===== src/rdc_pkg.sv =====
// Constants, carriers and state types for the remote-channel conversion
// controller. Assumes a 25 MHz system clock and a byte-level front end.
package rdc_pkg;

    // Register pointers
    localparam logic [7:0] RDC_PTR_RATE_RD = 8'h04;
    localparam logic [7:0] RDC_PTR_RATE_WR = 8'h0a;
    localparam logic [7:0] RDC_PTR_ADJ = 8'h18;
    localparam logic [7:0] RDC_PTR_SWRST = 8'hfc;

    // Reset values and top rate code
    localparam logic [7:0] RDC_RATE_RST = 8'h07;
    localparam logic [7:0] RDC_ADJ_RST = 8'h00;
    localparam logic [7:0] RDC_RDATA_RST = 8'h00;
    localparam logic [7:0] RDC_RATE_MAX = 8'h06;

    // General call
    localparam logic [7:0] RDC_GC_ADDR = 8'h00;
    localparam logic [7:0] RDC_GC_RESET = 8'h06;

    // Beta mode field
    localparam int RDC_BETA_AUTO_BIT = 3;
    localparam logic [3:0] RDC_BETA_DISABLE = 4'h7;
    localparam logic [3:0] RDC_BETA_DIODE_RDBK = 4'hf;
    localparam logic [3:0] RDC_BETA_RST = 4'h0;

    // Timing
    localparam int RDC_CLK_KHZ = 25000;
    localparam int RDC_CONV_AUTO_MS = 126;
    localparam int RDC_CONV_MAN_MS = 93;
    localparam int RDC_RATE_BASE_MS = 16000;
    localparam int RDC_CNT_W = 29;
    localparam int RDC_CONV_AUTO_CYC = RDC_CONV_AUTO_MS * RDC_CLK_KHZ;
    localparam int RDC_CONV_MAN_CYC = RDC_CONV_MAN_MS * RDC_CLK_KHZ;
    localparam int RDC_RATE_BASE_CYC = RDC_RATE_BASE_MS * RDC_CLK_KHZ;

    // Ideality arithmetic, result in millionths
    localparam int RDC_NBASE_DIODE = 1008;
    localparam int RDC_NBASE_GC = 1000;
    localparam int RDC_NADJ_K = 300;
    localparam int RDC_NEFF_SCALE = 1000;
    localparam int RDC_NUM_W = 29;
    localparam int RDC_DEN_W = 9;
    localparam int RDC_NEFF_W = 21;
    localparam logic [RDC_NUM_W-1:0] RDC_NUM_DIODE =
        RDC_NUM_W'(RDC_NBASE_DIODE * RDC_NADJ_K * RDC_NEFF_SCALE);
    localparam logic [RDC_NUM_W-1:0] RDC_NUM_GC =
        RDC_NUM_W'(RDC_NBASE_GC * RDC_NADJ_K * RDC_NEFF_SCALE);
    localparam logic signed [9:0] RDC_DEN_K = 10'sd300;

    typedef struct packed {
        logic wr;
        logic rd;
        logic [7:0] ptr;
        logic [7:0] wdata;
    } rdc_reg_req_t;

    typedef struct packed {
        logic valid;
        logic first;
        logic [7:0] data;
    } rdc_bus_byte_t;

    typedef struct packed {
        logic valid;
        logic diode;
        logic [2:0] range;
    } rdc_sense_t;

    typedef struct packed {
        logic diode_model;
        logic beta_comp_en;
        logic auto_range;
        logic [2:0] range;
    } rdc_meas_mode_t;

    typedef enum logic [1:0] {
        RDC_ST_IDLE,
        RDC_ST_DETECT,
        RDC_ST_CONVERT
    } rdc_conv_state_t;

endpackage


===== src/rdc_divider.sv =====
// Restoring unsigned divider, one quotient bit per clock.
// Assumes a nonzero divisor and a start pulse only while not busy.
`timescale 1ns/1ps
`default_nettype none
module rdc_divider #(
    parameter int NUM_W = 29,
    parameter int DEN_W = 9
) (
    // Clock and reset
    input wire logic clk_sys_i,
    input wire logic rst_n_i,
    // Operands
    input wire logic start_i,
    input wire logic [NUM_W-1:0] num_i,
    input wire logic [DEN_W-1:0] den_i,
    // Result
    output logic busy_o,
    output logic done_o,
    output logic [NUM_W-1:0] quot_o
);
    localparam int CW = $clog2(NUM_W + 1);

    typedef struct packed {
        logic busy;
        logic done;
        logic [CW-1:0] cnt;
        logic [DEN_W-1:0] den;
        logic [DEN_W-1:0] rem;
        logic [NUM_W-1:0] work;
        logic [NUM_W-1:0] res;
    } rdc_div_state_t;

    rdc_div_state_t st_reg;
    rdc_div_state_t st_next;
    logic [DEN_W:0] trial;

    always_comb begin
        st_next = st_reg;
        st_next.done = 1'b0;
        trial = {st_reg.rem, st_reg.work[NUM_W-1]};
        if (start_i && !st_reg.busy) begin
            st_next.busy = 1'b1;
            st_next.cnt = CW'(NUM_W);
            st_next.den = den_i;
            st_next.rem = '0;
            st_next.work = num_i;
        end else if (st_reg.busy) begin
            if (trial >= {1'b0, st_reg.den}) begin
                st_next.rem = DEN_W'(trial - {1'b0, st_reg.den});
                st_next.work = {st_reg.work[NUM_W-2:0], 1'b1};
            end else begin
                st_next.rem = trial[DEN_W-1:0];
                st_next.work = {st_reg.work[NUM_W-2:0], 1'b0};
            end
            st_next.cnt = st_reg.cnt - CW'(1);
            if (st_reg.cnt == CW'(1)) begin
                st_next.busy = 1'b0;
                st_next.done = 1'b1;
                st_next.res = st_next.work;
            end
        end
    end

    always_ff @(posedge clk_sys_i) begin
        if (!rst_n_i) begin
            st_reg <= '0;
        end else begin
            st_reg <= st_next;
        end
    end

    assign busy_o = st_reg.busy;
    assign done_o = st_reg.done;
    assign quot_o = st_reg.res;
endmodule
`default_nettype wire


===== src/rdc_conv_ctrl.sv =====
// Remote-channel conversion controller: beta mode handling, conversion
// timing and rate, ideality adjust and software reset.
// Assumes a byte-level two-wire front end and an analog front end that
// reports the sensor type once per automatic-mode conversion.
`timescale 1ns/1ps
`default_nettype none
module rdc_conv_ctrl #(
    parameter logic [28:0] CONV_AUTO_CYC = 29'(rdc_pkg::RDC_CONV_AUTO_CYC),
    parameter logic [28:0] CONV_MAN_CYC = 29'(rdc_pkg::RDC_CONV_MAN_CYC),
    parameter logic [28:0] RATE_BASE_CYC = 29'(rdc_pkg::RDC_RATE_BASE_CYC)
) (
    // Clock and reset
    input wire logic clk_sys_i,
    input wire logic rst_n_i,
    // Register access from the serial front end
    input wire rdc_pkg::rdc_reg_req_t reg_req_i,
    output logic [7:0] reg_rdata_o,
    output logic reg_rd_hit_o,
    // Received bus bytes, address byte flagged as first
    input wire rdc_pkg::rdc_bus_byte_t bus_byte_i,
    output logic gc_ack_o,
    // Beta mode field as written, and its read-back
    input wire logic [3:0] beta_mode_field_i,
    output logic [3:0] beta_mode_rdbk_o,
    // Analog front end
    input wire logic conv_enable_i,
    input wire rdc_pkg::rdc_sense_t sense_i,
    output rdc_pkg::rdc_meas_mode_t meas_mode_o,
    output logic conv_start_o,
    output logic conv_busy_o,
    output logic conv_done_o,
    // Ideality results
    output logic [7:0] ideality_offset_o,
    output logic [rdc_pkg::RDC_NEFF_W-1:0] neff_o,
    output logic neff_valid_o,
    // Reset to the rest of the device, alerts included
    output logic soft_reset_o
);
    import rdc_pkg::*;

    typedef struct packed {
        logic [7:0] rate;
        logic [7:0] adj;
        logic [3:0] beta_rdbk;
        rdc_meas_mode_t mode;
        rdc_conv_state_t state;
        logic [RDC_CNT_W-1:0] cnt;
        logic [RDC_CNT_W-1:0] conv_len;
        logic swrst;
        logic gc_armed;
        logic [7:0] rdata;
        logic rd_hit;
        logic conv_start;
        logic conv_done;
        logic div_start;
        logic neff_valid;
    } rdc_state_t;

    localparam logic [RDC_CNT_W-1:0] CNT_ONE = 29'h0000001;

    localparam rdc_state_t ST_RST = '{
        rate: RDC_RATE_RST,
        adj: RDC_ADJ_RST,
        beta_rdbk: RDC_BETA_RST,
        mode: '0,
        state: RDC_ST_IDLE,
        cnt: CNT_ONE,
        conv_len: CONV_MAN_CYC,
        swrst: 1'b0,
        gc_armed: 1'b0,
        rdata: RDC_RDATA_RST,
        rd_hit: 1'b0,
        conv_start: 1'b0,
        conv_done: 1'b0,
        div_start: 1'b0,
        neff_valid: 1'b0
    };

    rdc_state_t st_reg;
    rdc_state_t st_next;

    logic [2:0] code_eff;
    logic [RDC_CNT_W-1:0] period;
    logic [RDC_CNT_W-1:0] idle_len;
    logic signed [9:0] den_s;
    logic [RDC_NUM_W-1:0] div_num;
    logic [RDC_DEN_W-1:0] div_den;
    logic [RDC_NUM_W-1:0] div_quot;
    logic div_done;
    logic div_rst_n;

    // Codes above the table run at the fastest listed rate
    assign code_eff = (st_reg.rate > RDC_RATE_MAX) ? RDC_RATE_MAX[2:0]
                                                   : st_reg.rate[2:0];
    // Period halves per code step; idle pads the period out
    assign period = RATE_BASE_CYC >> code_eff;
    assign idle_len = (period > st_reg.conv_len)
                      ? period - st_reg.conv_len
                      : CNT_ONE;

    always_comb begin
        st_next = st_reg;
        st_next.conv_start = 1'b0;
        st_next.conv_done = 1'b0;
        st_next.div_start = 1'b0;
        st_next.swrst = 1'b0;
        st_next.rd_hit = 1'b0;

        // Register writes
        if (reg_req_i.wr) begin
            if (reg_req_i.ptr == RDC_PTR_RATE_WR) begin
                st_next.rate = reg_req_i.wdata;
            end else if (reg_req_i.ptr == RDC_PTR_ADJ) begin
                st_next.adj = reg_req_i.wdata;
            end else if (reg_req_i.ptr == RDC_PTR_SWRST) begin
                st_next.swrst = 1'b1;
            end
        end

        // Register reads; unmapped pointers answer zero, no hit
        if (reg_req_i.rd) begin
            if (reg_req_i.ptr == RDC_PTR_RATE_RD) begin
                st_next.rdata = st_reg.rate;
                st_next.rd_hit = 1'b1;
            end else if (reg_req_i.ptr == RDC_PTR_ADJ) begin
                st_next.rdata = st_reg.adj;
                st_next.rd_hit = 1'b1;
            end else begin
                st_next.rdata = RDC_RDATA_RST;
            end
        end

        // General call: address byte arms, next byte decides
        if (bus_byte_i.valid) begin
            if (bus_byte_i.first) begin
                st_next.gc_armed = (bus_byte_i.data == RDC_GC_ADDR);
            end else if (st_reg.gc_armed) begin
                st_next.gc_armed = 1'b0;
                if (bus_byte_i.data == RDC_GC_RESET) begin
                    st_next.swrst = 1'b1;
                end
            end
        end

        // Conversion sequencer
        case (st_reg.state)
            RDC_ST_IDLE: begin
                if (conv_enable_i) begin
                    if (st_reg.cnt <= CNT_ONE) begin
                        st_next.conv_start = 1'b1;
                        if (beta_mode_field_i[RDC_BETA_AUTO_BIT]) begin
                            // Field sampled once, at conversion start
                            st_next.state = RDC_ST_DETECT;
                        end else begin
                            st_next.mode.auto_range = 1'b0;
                            st_next.mode.range = beta_mode_field_i[2:0];
                            st_next.mode.diode_model =
                                (beta_mode_field_i == RDC_BETA_DISABLE);
                            st_next.mode.beta_comp_en =
                                (beta_mode_field_i != RDC_BETA_DISABLE);
                            st_next.beta_rdbk = beta_mode_field_i;
                            st_next.conv_len = CONV_MAN_CYC;
                            st_next.cnt = CONV_MAN_CYC;
                            st_next.div_start = 1'b1;
                            st_next.state = RDC_ST_CONVERT;
                        end
                    end else begin
                        st_next.cnt = st_reg.cnt - CNT_ONE;
                    end
                end
            end
            RDC_ST_DETECT: begin
                if (sense_i.valid) begin
                    st_next.mode.auto_range = 1'b1;
                    st_next.div_start = 1'b1;
                    st_next.state = RDC_ST_CONVERT;
                    if (sense_i.diode) begin
                        st_next.mode.diode_model = 1'b1;
                        st_next.mode.beta_comp_en = 1'b0;
                        st_next.mode.range = sense_i.range;
                        st_next.beta_rdbk = RDC_BETA_DIODE_RDBK;
                        st_next.conv_len = CONV_MAN_CYC;
                        st_next.cnt = CONV_MAN_CYC;
                    end else begin
                        st_next.mode.diode_model = 1'b0;
                        st_next.mode.beta_comp_en = 1'b1;
                        st_next.mode.range = sense_i.range;
                        st_next.beta_rdbk = {1'b1, sense_i.range};
                        st_next.conv_len = CONV_AUTO_CYC;
                        st_next.cnt = CONV_AUTO_CYC;
                    end
                end
            end
            RDC_ST_CONVERT: begin
                if (st_reg.cnt <= CNT_ONE) begin
                    st_next.conv_done = 1'b1;
                    st_next.state = RDC_ST_IDLE;
                    st_next.cnt = idle_len;
                end else begin
                    st_next.cnt = st_reg.cnt - CNT_ONE;
                end
            end
            default: begin
                st_next.state = RDC_ST_IDLE;
            end
        endcase

        if (st_reg.div_start) begin
            st_next.neff_valid = 1'b0;
        end else if (div_done) begin
            st_next.neff_valid = 1'b1;
        end

        // Registered trigger wipes everything one cycle later
        if (st_reg.swrst) begin
            st_next = ST_RST;
        end
    end

    always_ff @(posedge clk_sys_i) begin
        if (!rst_n_i) begin
            st_reg <= ST_RST;
        end else begin
            st_reg <= st_next;
        end
    end

    // Adjust is signed; 300 minus it always stays within 173..428
    assign den_s = RDC_DEN_K - {{2{st_reg.adj[7]}}, st_reg.adj};
    assign div_den = den_s[RDC_DEN_W-1:0];
    // Diode model or disabled correction uses the higher base
    assign div_num = st_reg.mode.diode_model ? RDC_NUM_DIODE
                                             : RDC_NUM_GC;
    assign div_rst_n = rst_n_i & ~st_reg.swrst;

    rdc_divider #(
        .NUM_W(RDC_NUM_W),
        .DEN_W(RDC_DEN_W)
    ) u_neff_div (
        .clk_sys_i(clk_sys_i),
        .rst_n_i(div_rst_n),
        .start_i(st_reg.div_start),
        .num_i(div_num),
        .den_i(div_den),
        .busy_o(),
        .done_o(div_done),
        .quot_o(div_quot)
    );

    assign reg_rdata_o = st_reg.rdata;
    assign reg_rd_hit_o = st_reg.rd_hit;
    // Ack is combinational so the front end can drive the ninth bit
    assign gc_ack_o = bus_byte_i.valid & bus_byte_i.first &
                      (bus_byte_i.data == RDC_GC_ADDR);
    assign beta_mode_rdbk_o = st_reg.beta_rdbk;
    assign meas_mode_o = st_reg.mode;
    assign conv_start_o = st_reg.conv_start;
    assign conv_busy_o = (st_reg.state != RDC_ST_IDLE);
    assign conv_done_o = st_reg.conv_done;
    assign ideality_offset_o = st_reg.adj;
    assign neff_o = div_quot[RDC_NEFF_W-1:0];
    assign neff_valid_o = st_reg.neff_valid;
    assign soft_reset_o = st_reg.swrst;
endmodule
`default_nettype wire


===== config.mk =====
export PLATFORM = sky130hd
export DESIGN_NAME = rdc_conv_ctrl
export DESIGN_NICKNAME = d
export VERILOG_FILES = /design/src/rdc_pkg.sv /design/src/rdc_divider.sv /design/src/rdc_conv_ctrl.sv
export SDC_FILE = /design/constraint.sdc
export NUM_CORES = 1
export LEC_CHECK = 0
export BUFFER_PORTS_ARGS = -buffer_cell sky130_fd_sc_hd__buf_2
export CORE_MARGIN = 5
export CORE_UTILIZATION = 40
export CTS_CLUSTER_DIAMETER = 100
export DETAILED_ROUTE_END_ITERATION = 7
export PLACE_DENSITY = 0.63
export SLEW_MARGIN = 10
export SYNTH_ARGS = -nofsm -noshare
export SYNTH_HDL_FRONTEND = slang
export SYNTH_SLANG_ARGS = --single-unit
export TNS_END_PERCENT = 20

===== constraint.sdc =====
create_clock -name clk_sys_i -period 4.82 [get_ports clk_sys_i]
set_input_delay 0.723 -clock clk_sys_i [delete_from_list [all_inputs] [get_ports clk_sys_i]]
set_output_delay 0.723 -clock clk_sys_i [all_outputs]
set_load 0.02 [all_outputs]

==> metrics.txt, run 1 <==
# TYPE chip_impl_metric gauge
chip_impl_info{name="status",value="complete, no violations"} 1
chip_impl_metric{name="combinationalPowerShare",unit="%"} 40.1
chip_impl_metric{name="detailed_place.area",unit="µm²"} 8830
chip_impl_metric{name="crit_required",unit="ns"} 5.13
chip_impl_metric{name="post_cts.resized_instances",unit=""} 0
chip_impl_metric{name="area_growth_syn_to_layout",unit="%"} 10.53
chip_impl_metric{name="synth.lib_cells_used.distinct",unit=""} 82
chip_impl_metric{name="placed_cell_count",unit=""} 1353
chip_impl_metric{name="yosysWarnings",unit=""} 0
chip_impl_metric{name="leakage",unit="nW"} 3.785
chip_impl_metric{name="antenna_diode_count",unit=""} 0
chip_impl_metric{name="final-setup-viol-count",unit=""} 0
chip_impl_metric{name="grtUsageTotal",unit="%"} 18.28
chip_impl_metric{name="largest_register_ff_count",unit=""} 52
chip_impl_metric{name="clock_latency",unit="ns"} 0.43
chip_impl_metric{name="post_synth.cell_area_avg",unit="µm²"} 7.902
chip_impl_metric{name="route.detailed.vias_per_inst",unit=""} 5.635
chip_impl_info{name="critPathSlowestCell",value="sky130_fd_sc_hd__a211oi_1"} 1
chip_impl_metric{name="detailedPlace.worstSlack",unit="ns"} 0.9020
chip_impl_metric{name="power.switching_fraction",unit="%"} 41.60
chip_impl_metric{name="r2r.worst_path.cells",unit=""} 11
chip_impl_metric{name="clock_power_share",unit="%"} 28.0
chip_impl_metric{name="fin_worst_skew",unit="ns"} 0.01061
chip_impl_metric{name="synth_fp_nets",unit=""} 1151
chip_impl_metric{name="post_cts_buffers",unit=""} 0
chip_impl_metric{name="die_x",unit="µm"} 156.1
chip_impl_metric{name="timing.final.max_slew_violations",unit=""} 0
chip_impl_metric{name="cts_num_sinks",unit=""} 148
chip_impl_metric{name="clock_tree.buffer_depth",unit=""} 2
chip_impl_metric{name="r2r_setup_slack",unit="ns"} 0.88
chip_impl_metric{name="cts.hold.buffers_added",unit=""} 0
chip_impl_metric{name="timing.critical_path.slowest_cell_delay",unit="ns"} 0.71
chip_impl_metric{name="path_buf_inv",unit=""} 0
chip_impl_metric{name="portBuffers",unit=""} 93
chip_impl_metric{name="via_count_of_the_first_global_routing_pass",unit=""} 7297
chip_impl_info{name="end_kind",value="flip-flop"} 1
chip_impl_metric{name="worst-path-max-fanout",unit=""} 5
chip_impl_metric{name="detail_route.wirelength",unit="µm"} 22260
chip_impl_info{name="tritoncts",value="yes"} 1
chip_impl_info{name="hold_path.class",value="flip-flop to flip-flop"} 1
chip_impl_info{name="hold-path-endpoint",value="beta_mode_rdbk_o[1]"} 1
chip_impl_metric{name="h-tree-depth",unit=""} 4
chip_impl_metric{name="vdd_drop_max",unit="µV"} 224.7
chip_impl_metric{name="fmax",unit="GHz"} 0.2536
chip_impl_metric{name="tightest_slew",unit="ns"} 0.9887
chip_impl_metric{name="final_hold_viol_count",unit=""} 0
chip_impl_metric{name="p_switching",unit="mW"} 2.017
chip_impl_metric{name="pin_count_of_the_biggest_net_entering_global_routing",unit=""} 69
chip_impl_metric{name="tritoncts.num_buffers",unit=""} 17
chip_impl_info{name="path_class",value="flip-flop to flip-flop"} 1
chip_impl_metric{name="grt_pass1_wl",unit="µm"} 36800
chip_impl_metric{name="power.share.sequential",unit="%"} 31.9
chip_impl_metric{name="gr-total-overflow",unit=""} 0
chip_impl_metric{name="postSynthCellCount",unit=""} 1081
chip_impl_metric{name="count_of_flip_flops_with_a_built_in_enable_after_synthesis",unit=""} 0
chip_impl_info{name="regToRegEndpoint",value="st_reg[60]"} 1
chip_impl_metric{name="synth_sequential_area_ratio",unit="%"} 34.69
chip_impl_metric{name="fin_crit_sh",unit="%"} 81.80
chip_impl_metric{name="gp_congestion",unit=""} 0.8997
chip_impl_info{name="synth_top_flop_cell",value="sky130_fd_sc_hd__dfxtp_1"} 1
chip_impl_metric{name="power.density",unit="nW/µm²"} 513.4
chip_impl_metric{name="cts.clk_slew.worst_paths",unit="ns"} 0.07
chip_impl_metric{name="cell_internal_power",unit="mW"} 2.831
chip_impl_info{name="yosys.area.top_type",value="sky130_fd_sc_hd__dfxtp_1"} 1
chip_impl_metric{name="maximum_capacitance_violations",unit=""} 0
chip_impl_metric{name="cp.arrival",unit="ns"} 4.25
chip_impl_metric{name="timing.slew.headroom",unit="%"} 33.74
chip_impl_metric{name="avgRoutedWirePerCell",unit="µm"} 16.07
chip_impl_info{name="reg2reg_from",value="st_reg[97]"} 1
chip_impl_metric{name="setup_ws_final",unit="ns"} 0.8771
chip_impl_metric{name="drt_iter0_markers",unit=""} 648
chip_impl_info{name="unrepaired_setup_endpoints_after_global_routing",value="false"} 1
chip_impl_metric{name="floorplan.rows",unit=""} 53
chip_impl_metric{name="worst_hold_slack",unit="ns"} 0.4497
chip_impl_metric{name="detail_route.drc_violations",unit=""} 0
chip_impl_info{name="critical_path_s_top_delay_family",value="simple AND/OR/NAND/NOR gates"} 1
chip_impl_metric{name="post-synth-top-area-fraction",unit="%"} 34.69
chip_impl_info{name="crit_path_start_kind",value="flip-flop"} 1
chip_impl_metric{name="antenna_violating_nets_post_route",unit=""} 0
chip_impl_info{name="worst_hold_startpoint",value="beta_mode_rdbk_o[1]"} 1
chip_impl_metric{name="finalInstanceArea",unit="µm²"} 9442
chip_impl_metric{name="floorplan.die.height",unit="µm"} 156.1
chip_impl_metric{name="synth-seq-cells",unit=""} 148
chip_impl_metric{name="synthArstFlopShare",unit="%"} 0
chip_impl_metric{name="die_area",unit="µm²"} 24380
chip_impl_metric{name="drive_above_1_share",unit="%"} 14.95
chip_impl_metric{name="io-pin-count",unit=""} 94
chip_impl_info{name="cts_root_buffer",value="sky130_fd_sc_hd__clkbuf_16"} 1
chip_impl_metric{name="finalNetCount",unit=""} 1167
chip_impl_metric{name="dp_wirelength",unit="µm"} 15650
chip_impl_metric{name="final_cells",unit=""} 1385
chip_impl_metric{name="via_count",unit=""} 7804
chip_impl_metric{name="min_period",unit="ns"} 3.943
chip_impl_metric{name="initial_utilization",unit="%"} 40.63
chip_impl_info{name="timing.critical_path.cells",value="or3_1 > nor2_1 > and3_1 > ha_1 > nor2b_1 > a311o_1 > a211oi_1 > o221ai_1 > or4_1 > o211ai_1 > nand3_1"} 1
chip_impl_metric{name="setup_total_negative_slack",unit="ns"} 0
chip_impl_metric{name="initial_antenna_violation_count",unit=""} 0
chip_impl_metric{name="mappedNetlistArea",unit="µm²"} 8542
chip_impl_metric{name="core_area",unit="µm²"} 21020
chip_impl_info{name="yosys-top-cells-area",value="sky130_fd_sc_hd__dfxtp_1, sky130_fd_sc_hd__a21oi_1, sky130_fd_sc_hd__nor2_1, sky130_fd_sc_hd__nand2_1, sky130_fd_sc_hd__o21ai_0"} 1
chip_impl_metric{name="holdPathStages",unit=""} 2
chip_impl_metric{name="firstDrtPassIters",unit=""} 5
## synth_stat cells, types with 3 or more instances
| library cell | n |
|---|---|
| sky130_fd_sc_hd__and2_1 | 4 |
| sky130_fd_sc_hd__xnor2_1 | 20 |
| sky130_fd_sc_hd__a21o_1 | 4 |
| sky130_fd_sc_hd__nor2b_1 | 12 |
| sky130_fd_sc_hd__a21boi_0 | 4 |
| sky130_fd_sc_hd__xor2_1 | 8 |
| sky130_fd_sc_hd__nand4b_1 | 3 |
| sky130_fd_sc_hd__o211ai_1 | 11 |
| sky130_fd_sc_hd__mux2i_1 | 32 |
| sky130_fd_sc_hd__o22ai_1 | 4 |
| sky130_fd_sc_hd__nor4_1 | 14 |
| sky130_fd_sc_hd__or4_1 | 5 |
| sky130_fd_sc_hd__nand4_1 | 8 |
| sky130_fd_sc_hd__o21a_1 | 5 |
| sky130_fd_sc_hd__nor3b_1 | 16 |
| sky130_fd_sc_hd__o2111ai_1 | 4 |
| sky130_fd_sc_hd__ha_1 | 28 |
| sky130_fd_sc_hd__a31oi_1 | 16 |
| sky130_fd_sc_hd__o21ai_0 | 77 |
| sky130_fd_sc_hd__o2bb2ai_1 | 3 |
| sky130_fd_sc_hd__nand2_1 | 109 |
| sky130_fd_sc_hd__buf_1 | 7 |
| sky130_fd_sc_hd__nor2_1 | 112 |
| sky130_fd_sc_hd__or2_2 | 3 |
| sky130_fd_sc_hd__nand3_1 | 24 |
| sky130_fd_sc_hd__o31ai_1 | 3 |
| sky130_fd_sc_hd__a21oi_1 | 112 |
| sky130_fd_sc_hd__a211oi_1 | 19 |
| sky130_fd_sc_hd__nor3_1 | 40 |
| sky130_fd_sc_hd__o221ai_1 | 4 |
| sky130_fd_sc_hd__o31a_1 | 3 |
| sky130_fd_sc_hd__inv_1 | 34 |
| sky130_fd_sc_hd__nand2b_1 | 11 |
| sky130_fd_sc_hd__and3_1 | 8 |
| sky130_fd_sc_hd__buf_2 | 8 |
| sky130_fd_sc_hd__clkbuf_1 | 38 |
| sky130_fd_sc_hd__dfxtp_1 | 148 |
| sky130_fd_sc_hd__o221ai_2 | 3 |
| sky130_fd_sc_hd__or3_1 | 8 |
| sky130_fd_sc_hd__buf_4 | 51 |
## power groups by stage
stage	Clock [mW]	Combinational [mW]	Sequential (mW)
final	1.36	1.94	1.55
after CTS	1.39	1.92	1.54
after global placement	0	1.91	1.56
after floorplan	0	1.55	1.51
after global routing	1.43	2.15	1.57
after detailed placement	0	1.90	1.57
## routing by layer
layer | vias up | GRT usage [%] | part of all wire [%] | wire length, µm
met5 | - | 0 | 0 | 0
met1 | 3685 | 24.79 | 47 | 10370
met2 | 222 | 29.77 | 47 | 10400
li1 | 3869 | - | - | -
met4 | 0 | 4.959 | 1.4 | 306
met3 | 28 | 3.689 | 5.3 | 1186
## cell families after synthesis
logic type	count (synthesis)	synth area share [%]
muxes	32	3.750
adders and majority gates	30	4.570
AOI/OAI and AO/OA	301	21.80
other	1	0.04390
xor gates and xnor gates	28	2.871
buffers and inverters	140	8.613
and+or+nand+nor	401	23.67
DFF	148	34.69
## through the flow
stage	power, mW	util [%]
floorplan	3.068	-
global placement	3.467	42.00
detailed placement	3.469	42.00
CTS	4.841	44.91
global route	5.155	44.91
finish	4.848	44.91
## area by class of cell
| type | count | area, µm² |
|---|---|---|
| clock buffers | 17 | 425.4 |
| multi-input cells | 793 | 4853 |
| well taps | 275 | 344.1 |
| flip-flops and latches | 148 | 2964 |
| clock inverters | 15 | 186.4 |
| inverters | 34 | 127.6 |
| repair buffers | 103 | 540.5 |
| fillers | 2119 | 11580 |
## tightest hold or removal path: stages, from the launching register on
cell and delay [ns]:
sky130_fd_sc_hd__dfxtp_1 0.31, sky130_fd_sc_hd__nand2_1 0.05, sky130_fd_sc_hd__a21oi_1 0.05
## worst max path at each step
| stage | start | cells past startpoint | slack [ns] | to |
|---|---|---|---|---|
| CTS | st_reg[97] | 11 | 0.89 | st_reg[60] |
| floorplan | st_reg[97] | 12 | 1.53 | st_reg[56] |
| detailed placement | st_reg[97] | 11 | 0.90 | st_reg[60] |
| global route | st_reg[97] | 11 | 0.54 | st_reg[60] |
| finish | st_reg[97] | 11 | 0.88 | st_reg[60] |
| global placement | st_reg[97] | 11 | 0.96 | st_reg[60] |
## cell usage in the layout, fill, tap and decap left out, types with 16 or more instances in the layout
cell type | synthesis | final
sky130_fd_sc_hd__a31oi_1 | 16 | 16
sky130_fd_sc_hd__o21ai_0 | 77 | 77
sky130_fd_sc_hd__buf_2 | 8 | 93
sky130_fd_sc_hd__clkbuf_16 | 0 | 17
sky130_fd_sc_hd__nor3b_1 | 16 | 16
sky130_fd_sc_hd__nor2_1 | 112 | 112
sky130_fd_sc_hd__nand3_1 | 24 | 24
sky130_fd_sc_hd__a211oi_1 | 19 | 19
sky130_fd_sc_hd__mux2i_1 | 32 | 32
sky130_fd_sc_hd__nand2_1 | 109 | 109
sky130_fd_sc_hd__ha_1 | 28 | 28
sky130_fd_sc_hd__a21oi_1 | 112 | 112
sky130_fd_sc_hd__inv_1 | 34 | 34
sky130_fd_sc_hd__xnor2_1 | 20 | 20
sky130_fd_sc_hd__nor3_1 | 40 | 40
sky130_fd_sc_hd__dfxtp_1 | 148 | 147
Power figures use the tool's default switching activity.
==> inputs of run 2 (changes only) <==
Clock period 4.82 ns to 4.05 ns, I/O delays scaled along.
==> run 2 against run 1 <==
  * Combinational power increased by 21%
  * Non-clock buffer count is 9 higher
  * Routed wire length up 1.8%
  * Sequential share of layout area down 0.21 points
  * Cell area rose by 0.66%
  * Flip-flop and latch count unchanged
  * Worst hold slack worse by 0.021 ns
  * Worst setup slack got worse by 0.44 ns
==> metrics.txt, run 2 (synthesis results as in run 1) <==
# TYPE chip_impl_metric gauge
chip_impl_info{name="status",value="complete, no violations"} 1
chip_impl_metric{name="dp_wirelength",unit="µm"} 15860
chip_impl_metric{name="cts_num_sinks",unit=""} 148
chip_impl_info{name="unrepaired_setup_endpoints_after_global_routing",value="false"} 1
chip_impl_metric{name="via_count_of_the_first_global_routing_pass",unit=""} 7372
chip_impl_info{name="path_class",value="flip-flop to flip-flop"} 1
chip_impl_metric{name="clock_latency",unit="ns"} 0.42
chip_impl_info{name="cts_root_buffer",value="sky130_fd_sc_hd__clkbuf_16"} 1
chip_impl_metric{name="placed_cell_count",unit=""} 1362
chip_impl_metric{name="detail_route.wirelength",unit="µm"} 22670
chip_impl_metric{name="fin_crit_sh",unit="%"} 89.20
chip_impl_metric{name="gr-total-overflow",unit=""} 0
chip_impl_metric{name="final-setup-viol-count",unit=""} 0
chip_impl_metric{name="leakage",unit="nW"} 3.841
chip_impl_metric{name="total_power",unit="mW"} 5.789
chip_impl_info{name="crit_path_start_kind",value="flip-flop"} 1
chip_impl_metric{name="finalInstanceArea",unit="µm²"} 9504
chip_impl_metric{name="worst_hold_slack",unit="ns"} 0.4283
chip_impl_info{name="reg2reg_from",value="st_reg[97]"} 1
chip_impl_metric{name="detailedPlace.worstSlack",unit="ns"} 0.5288
chip_impl_metric{name="tritoncts.num_buffers",unit=""} 17
chip_impl_metric{name="crit_required",unit="ns"} 4.37
chip_impl_metric{name="setup_total_negative_slack",unit="ns"} 0
chip_impl_metric{name="final_cells",unit=""} 1394
chip_impl_metric{name="cts.clk_slew.worst_paths",unit="ns"} 0.07
chip_impl_metric{name="firstDrtPassIters",unit=""} 7
chip_impl_metric{name="drt_iter0_markers",unit=""} 598
chip_impl_metric{name="setup_ws_final",unit="ns"} 0.4375
chip_impl_metric{name="grtUsageTotal",unit="%"} 18.63
chip_impl_metric{name="die_x",unit="µm"} 156.1
chip_impl_info{name="worst_setup_path_startpoint",value="st_reg[97]"} 1
chip_impl_metric{name="timing.slew.headroom",unit="%"} 33.05
chip_impl_metric{name="multi_input_comb_area",unit="µm²"} 4853
chip_impl_metric{name="io-pin-count",unit=""} 94
chip_impl_metric{name="initial_utilization",unit="%"} 40.63
chip_impl_metric{name="r2r.worst_path.cells",unit=""} 12
chip_impl_metric{name="post_cts.resized_instances",unit=""} 0
chip_impl_info{name="tritoncts",value="yes"} 1
chip_impl_metric{name="fmax",unit="GHz"} 0.2768
chip_impl_metric{name="ff_latch_area",unit="µm²"} 2964
chip_impl_metric{name="floorplan.die.height",unit="µm"} 156.1
chip_impl_metric{name="grt_pass1_wl",unit="µm"} 37450
chip_impl_metric{name="detail_route.drc_violations",unit=""} 0
chip_impl_metric{name="maximum_capacitance_violations",unit=""} 0
chip_impl_info{name="layout_commonest_cell",value="sky130_fd_sc_hd__dfxtp_1"} 1
chip_impl_metric{name="fin_worst_skew",unit="ns"} 0.01115
chip_impl_metric{name="avgRoutedWirePerCell",unit="µm"} 16.26
chip_impl_info{name="most-common-layout-cells",value="sky130_fd_sc_hd__dfxtp_1, sky130_fd_sc_hd__nor2_1, sky130_fd_sc_hd__a21oi_1"} 1
chip_impl_metric{name="route.detailed.vias_per_inst",unit=""} 5.596
chip_impl_metric{name="die_area",unit="µm²"} 24380
chip_impl_metric{name="post_cts_buffers",unit=""} 0
chip_impl_metric{name="gp_congestion",unit=""} 0.8804
chip_impl_metric{name="finalNetCount",unit=""} 1176
chip_impl_metric{name="detailed_place.area",unit="µm²"} 8897
chip_impl_metric{name="r2r_setup_slack",unit="ns"} 0.44
chip_impl_metric{name="via_count",unit=""} 7801
chip_impl_metric{name="tightest_slew",unit="ns"} 0.9990
chip_impl_metric{name="drive_above_1_share",unit="%"} 15.64
chip_impl_metric{name="pin_count_of_the_biggest_net_entering_global_routing",unit=""} 59
chip_impl_metric{name="floorplan.rows",unit=""} 53
chip_impl_metric{name="antenna_diode_count",unit=""} 0
chip_impl_metric{name="portBuffers",unit=""} 93
chip_impl_metric{name="vdd_drop_max",unit="µV"} 260.5
chip_impl_metric{name="antenna_violating_nets_post_route",unit=""} 0
chip_impl_info{name="regToRegEndpoint",value="st_reg[56]"} 1
chip_impl_metric{name="power.density",unit="nW/µm²"} 609.1
chip_impl_metric{name="clock_tree.buffer_depth",unit=""} 2
chip_impl_metric{name="worst-path-max-fanout",unit=""} 7
chip_impl_metric{name="postLayoutCoreUtil",unit="%"} 45.21
chip_impl_metric{name="area_growth_syn_to_layout",unit="%"} 11.26
chip_impl_metric{name="min_period",unit="ns"} 3.612
chip_impl_metric{name="cts.hold.buffers_added",unit=""} 0
chip_impl_info{name="hold_path.class",value="primary input to flip-flop"} 1
chip_impl_metric{name="timing.final.max_slew_violations",unit=""} 0
chip_impl_metric{name="final.fill_count",unit=""} 2129
chip_impl_metric{name="h-tree-depth",unit=""} 4
chip_impl_metric{name="core_area",unit="µm²"} 21020
chip_impl_metric{name="cp.arrival",unit="ns"} 3.93
chip_impl_metric{name="largest_register_ff_count",unit=""} 52
chip_impl_info{name="end_kind",value="flip-flop"} 1
chip_impl_metric{name="initial_antenna_violation_count",unit=""} 0
chip_impl_info{name="setup.worst_path.end",value="st_reg[56]"} 1
chip_impl_metric{name="final_hold_viol_count",unit=""} 0
-- run 2: changes by cell type in the layout (fill, tap and decap cells not counted) --
cell	change
sky130_fd_sc_hd__buf_4	+9
sky130_fd_sc_hd__clkinvlp_4	-3
sky130_fd_sc_hd__clkinv_2	+1
sky130_fd_sc_hd__clkinv_4	+1
sky130_fd_sc_hd__clkinv_8	-1
sky130_fd_sc_hd__inv_6	+1
sky130_fd_sc_hd__inv_8	+1
-- run 2: metal layers --
metal  track usage (%)  vias up  wire (µm)
li1                  -     3887          -
met1             25.56     3692      10760
met2             30.34      203      10480
met3             3.911       19       1110
met4             4.091        0        310
met5                 0        -          0
-- run 2: area by class of cell --
type,count,share of cell area (%)
multi-input combinational,793,51.07
sequential,148,31.19
timing repair buffer,112,6.398
clock buffer,17,4.476
tap,275,3.620
clock inverter,15,1.909
inverter,34,1.343
-- run 2: worst max-delay path, stage by stage (launching register included) --
cell and delay [ns]:
sky130_fd_sc_hd__dfxtp_1 0.35, sky130_fd_sc_hd__nor3_2 0.39, sky130_fd_sc_hd__nand2_1 0.27, sky130_fd_sc_hd__a21oi_1 0.23, sky130_fd_sc_hd__inv_1 0.07, sky130_fd_sc_hd__ha_1 0.17
sky130_fd_sc_hd__or2_2 0.31, sky130_fd_sc_hd__o221a_2 0.25, sky130_fd_sc_hd__a221o_1 0.32, sky130_fd_sc_hd__a21oi_1 0.35, sky130_fd_sc_hd__nor2b_1 0.11, sky130_fd_sc_hd__or4b_1 0.47
sky130_fd_sc_hd__a31o_1 0.22
-- run 2: report_power, final --
| group | switching, mW | internal [mW] |
|---|---|---|
| Combinational | 1.48 | 0.859 |
| Clock | 0.721 | 0.888 |
| Sequential | 0.202 | 1.64 |
-- run 2: worst min path at each step --
stage	depth (start not counted)	to	start	slack (ns)
4_1_cts	3	st_reg[93]	reg_req_i[0]	0.42
5_1_grt	3	st_reg[93]	reg_req_i[0]	0.43
3_3_place_gp	2	reg_rdata_o[7]	reg_rdata_o[7]	0.44
2_1_floorplan	2	reg_rdata_o[0]	reg_rdata_o[0]	0.43
3_5_place_dp	2	reg_rdata_o[5]	reg_rdata_o[5]	0.44
6_report	3	st_reg[94]	reg_req_i[1]	0.43
==> inputs of run 3 (changes only) <==
Settings changed: ABC_AREA from default to 1.
==> run 3 against run 2 <==
  * Clock power grew 6%
  * Global-route usage shrank 0.13 points
  * Combinational power shrank 21%
  * Cell area grew 0.46%
  * Sequential power shrank 5%
  * Critical path type unchanged
==> metrics.txt, run 3 <==
# TYPE chip_impl_metric gauge
chip_impl_metric{name="yosysWarnings",unit=""} 0
chip_impl_info{name="ys_top_cells_by_count",value="sky130_fd_sc_hd__nand2_1, sky130_fd_sc_hd__dfxtp_1, sky130_fd_sc_hd__inv_1"} 1
chip_impl_metric{name="avgRoutedWirePerCell",unit="µm"} 14.44
chip_impl_info{name="tritoncts",value="yes"} 1
chip_impl_info{name="main_combinational_cell_family_by_area_after_synthesis",value="simple AND/OR/NAND/NOR gates"} 1
chip_impl_metric{name="postSynthCellCount",unit=""} 1244
chip_impl_metric{name="tightest_slew",unit="ns"} 1.072
chip_impl_metric{name="power.density",unit="nW/µm²"} 555.6
chip_impl_info{name="unrepaired_setup_endpoints_after_global_routing",value="false"} 1
chip_impl_metric{name="tritoncts.num_buffers",unit=""} 17
chip_impl_metric{name="initial_antenna_violation_count",unit=""} 0
chip_impl_info{name="layout_commonest_cell",value="sky130_fd_sc_hd__nand2_1"} 1
chip_impl_metric{name="cts_num_sinks",unit=""} 148
chip_impl_metric{name="fmax",unit="GHz"} 0.3482
chip_impl_metric{name="detail_route.drc_violations",unit=""} 0
chip_impl_metric{name="crit_required",unit="ns"} 4.40
chip_impl_metric{name="r2r.worst_path.cells",unit=""} 8
chip_impl_info{name="hold_path.class",value="primary input to flip-flop"} 1
chip_impl_metric{name="synth.lib_cells_used.distinct",unit=""} 51
chip_impl_metric{name="floorplan.rows",unit=""} 53
chip_impl_metric{name="synth_fp_nets",unit=""} 1314
chip_impl_info{name="synth_top_flop_cell",value="sky130_fd_sc_hd__dfxtp_1"} 1
chip_impl_metric{name="setup_total_negative_slack",unit="ns"} 0
chip_impl_metric{name="io-pin-count",unit=""} 94
chip_impl_metric{name="min_period",unit="ns"} 2.872
chip_impl_info{name="setup.worst_path.end",value="st_reg[68]"} 1
chip_impl_metric{name="route.detailed.vias_per_inst",unit=""} 5.055
chip_impl_metric{name="yosys.area_share.xor_xnor",unit="%"} 3.063
chip_impl_metric{name="final_hold_viol_count",unit=""} 0
chip_impl_metric{name="synthArstFlopShare",unit="%"} 0
chip_impl_info{name="worst_setup_path_startpoint",value="st_reg[74]"} 1
chip_impl_info{name="cts_root_buffer",value="sky130_fd_sc_hd__clkbuf_16"} 1
chip_impl_metric{name="grtUsageTotal",unit="%"} 18.50
chip_impl_info{name="path_class",value="flip-flop to flip-flop"} 1
chip_impl_metric{name="fin_crit_sh",unit="%"} 70.91
chip_impl_metric{name="drive_above_1_share",unit="%"} 15.18
chip_impl_metric{name="via_count",unit=""} 7886
chip_impl_metric{name="antenna_violating_nets_post_route",unit=""} 0
chip_impl_metric{name="post_cts.resized_instances",unit=""} 0
chip_impl_metric{name="clock_latency",unit="ns"} 0.43
chip_impl_metric{name="floorplan.die.height",unit="µm"} 156.4
chip_impl_info{name="status",value="complete, no violations"} 1
chip_impl_metric{name="fin_worst_skew",unit="ns"} 0.01032
chip_impl_metric{name="portBuffers",unit=""} 93
chip_impl_metric{name="largest_register_ff_count",unit=""} 52
chip_impl_metric{name="timing.slew.headroom",unit="%"} 28.27
chip_impl_metric{name="synth-seq-cells",unit=""} 148
chip_impl_info{name="worst_hold_startpoint",value="reg_req_i[0]"} 1
chip_impl_metric{name="cts.hold.buffers_added",unit=""} 0
chip_impl_metric{name="postLayoutCoreUtil",unit="%"} 45.28
chip_impl_metric{name="die_area",unit="µm²"} 24470
chip_impl_metric{name="initial_utilization",unit="%"} 40.67
chip_impl_metric{name="cts.clk_slew.worst_paths",unit="ns"} 0.06
chip_impl_metric{name="mappedNetlistArea",unit="µm²"} 8577
chip_impl_info{name="end_kind",value="flip-flop"} 1
chip_impl_info{name="yosys.area.top_type",value="sky130_fd_sc_hd__dfxtp_1"} 1
chip_impl_metric{name="gr-total-overflow",unit=""} 0
chip_impl_metric{name="pin_count_of_the_biggest_net_entering_global_routing",unit=""} 84
chip_impl_metric{name="post_cts_buffers",unit=""} 0
chip_impl_info{name="most-common-layout-cells",value="sky130_fd_sc_hd__nand2_1, sky130_fd_sc_hd__dfxtp_1, sky130_fd_sc_hd__inv_1"} 1
chip_impl_metric{name="timing.final.max_slew_violations",unit=""} 0
chip_impl_metric{name="ff_latch_area",unit="µm²"} 2963
chip_impl_metric{name="final-setup-viol-count",unit=""} 0
chip_impl_metric{name="final.fill_count",unit=""} 2180
chip_impl_metric{name="synth_compound_area_share",unit="%"} 17.39
chip_impl_info{name="reg2reg_from",value="st_reg[74]"} 1
chip_impl_info{name="yosys-top-cells-area",value="sky130_fd_sc_hd__dfxtp_1, sky130_fd_sc_hd__nand2_1, sky130_fd_sc_hd__o21ai_0, sky130_fd_sc_hd__inv_1, sky130_fd_sc_hd__a21oi_1"} 1
chip_impl_metric{name="synth_fa_ha_area_share",unit="%"} 4.551
chip_impl_metric{name="gp_congestion",unit=""} 0.9182
chip_impl_metric{name="dp_wirelength",unit="µm"} 16370
chip_impl_metric{name="vdd_drop_max",unit="µV"} 344.8
chip_impl_metric{name="synth_sequential_area_ratio",unit="%"} 34.54
chip_impl_metric{name="firstDrtPassIters",unit=""} 5
chip_impl_metric{name="post-synth-top-area-fraction",unit="%"} 34.54
chip_impl_metric{name="antenna_diode_count",unit=""} 0
chip_impl_metric{name="total_power",unit="mW"} 5.305
chip_impl_metric{name="die_x",unit="µm"} 156.4
chip_impl_metric{name="post_synth.cell_area_avg",unit="µm²"} 6.895
chip_impl_metric{name="synth_mux_area_share",unit="%"} 0
chip_impl_metric{name="worst-path-max-fanout",unit=""} 22
chip_impl_metric{name="cp.arrival",unit="ns"} 3.22
chip_impl_metric{name="clock_tree.buffer_depth",unit=""} 2
chip_impl_metric{name="drt_iter0_markers",unit=""} 556
chip_impl_metric{name="multi_input_comb_area",unit="µm²"} 4482
chip_impl_metric{name="h-tree-depth",unit=""} 4
chip_impl_metric{name="holdPathStages",unit=""} 3
chip_impl_metric{name="synth-simple-area-share",unit="%"} 27.12
chip_impl_metric{name="count_of_flip_flops_with_a_built_in_enable_after_synthesis",unit=""} 0
chip_impl_info{name="regToRegEndpoint",value="st_reg[68]"} 1
chip_impl_info{name="crit_path_start_kind",value="flip-flop"} 1
chip_impl_metric{name="grt_pass1_wl",unit="µm"} 37260
chip_impl_metric{name="r2r_setup_slack",unit="ns"} 1.18
chip_impl_metric{name="detail_route.wirelength",unit="µm"} 22530
chip_impl_metric{name="via_count_of_the_first_global_routing_pass",unit=""} 7566
chip_impl_metric{name="leakage",unit="nW"} 4.288
chip_impl_metric{name="core_area",unit="µm²"} 21090
chip_impl_info{name="yosysMostFrequentCell",value="sky130_fd_sc_hd__nand2_1"} 1
chip_impl_metric{name="area_growth_syn_to_layout",unit="%"} 11.32
chip_impl_metric{name="finalNetCount",unit=""} 1342
chip_impl_metric{name="maximum_capacitance_violations",unit=""} 0
chip_impl_metric{name="worst_hold_slack",unit="ns"} 0.4167
==> run 3: cell types whose count changed in the layout (fill, tap and decap cells not counted), sizes merged, moves of 22 or more <==
cell / previous run / this run
nor3: 42 / 20
nand3: 25 / 78
nand2: 110 / 262
inv: 43 / 159
mux2i: 32 / 0
o21ai: 78 / 122
==> run 3: layer usage <==
metal	share of wire [%]	GRT usage [%]
met5	0	0
met4	1.9	5.826
met3	5.5	3.402
met2	44	28.92
met1	49	25.92
==> run 3: cell type report <==
cell class                      instances  share of cell area, %
Multi-Input combinational cell        847                  46.94
Clock buffer                           21                  4.822
Inverter                              158                  6.251
Tap cell                              275                  3.604
Timing Repair Buffer                  100                  5.556
Clock inverter                         11                  1.795
Sequential cell                       148                  31.03
==> run 3: critical path, stage by stage, from the launching register on <==
cell                      delay (ns)
sky130_fd_sc_hd__dfxtp_1        0.33
sky130_fd_sc_hd__inv_1          0.08
sky130_fd_sc_hd__ha_1           0.47
sky130_fd_sc_hd__inv_1          0.19
sky130_fd_sc_hd__a21oi_1        0.25
sky130_fd_sc_hd__o21ai_4        0.23
sky130_fd_sc_hd__nor2_1         0.87
sky130_fd_sc_hd__o21ai_0        0.21
sky130_fd_sc_hd__a21oi_1        0.17
==> run 3: worst min path at each step <==
stage / to / slack, ns
floorplan: neff_valid_o / 0.41
global placement: neff_valid_o / 0.45
detailed placement: u_neff_div.st_reg[49] / 0.45
CTS: st_reg[93] / 0.41
global route: st_reg[94] / 0.43
finish: st_reg[93] / 0.42
==> run 3: metrics by stage <==
stage	std cells	setup WS, ns	cell area, µm²
floorplan	1244	1.550	8577
global placement	1528	1.223	8916
detailed placement	1528	1.205	8916
CTS	1560	1.185	9548
global route	1560	0.9369	9548
finish	1560	1.178	9548
==> run 3: kinds of logic after synthesis <==
family	Yosys count
buffers and inverters	249
AOI/OAI and AO/OA	273
adders and majority gates	30
other	1
and+or+nand+nor	513
xor gates and xnor gates	30
DFF	148
==> run 3: where the power goes <==
part | internal (mW) | leakage (nW) | switching, mW
registers | 1.61 | 1.20 | 0.135
logic | 0.578 | 2.79 | 1.27
clock network | 1.07 | 0.304 | 0.644
total | 3.26 | 4.29 | 2.04
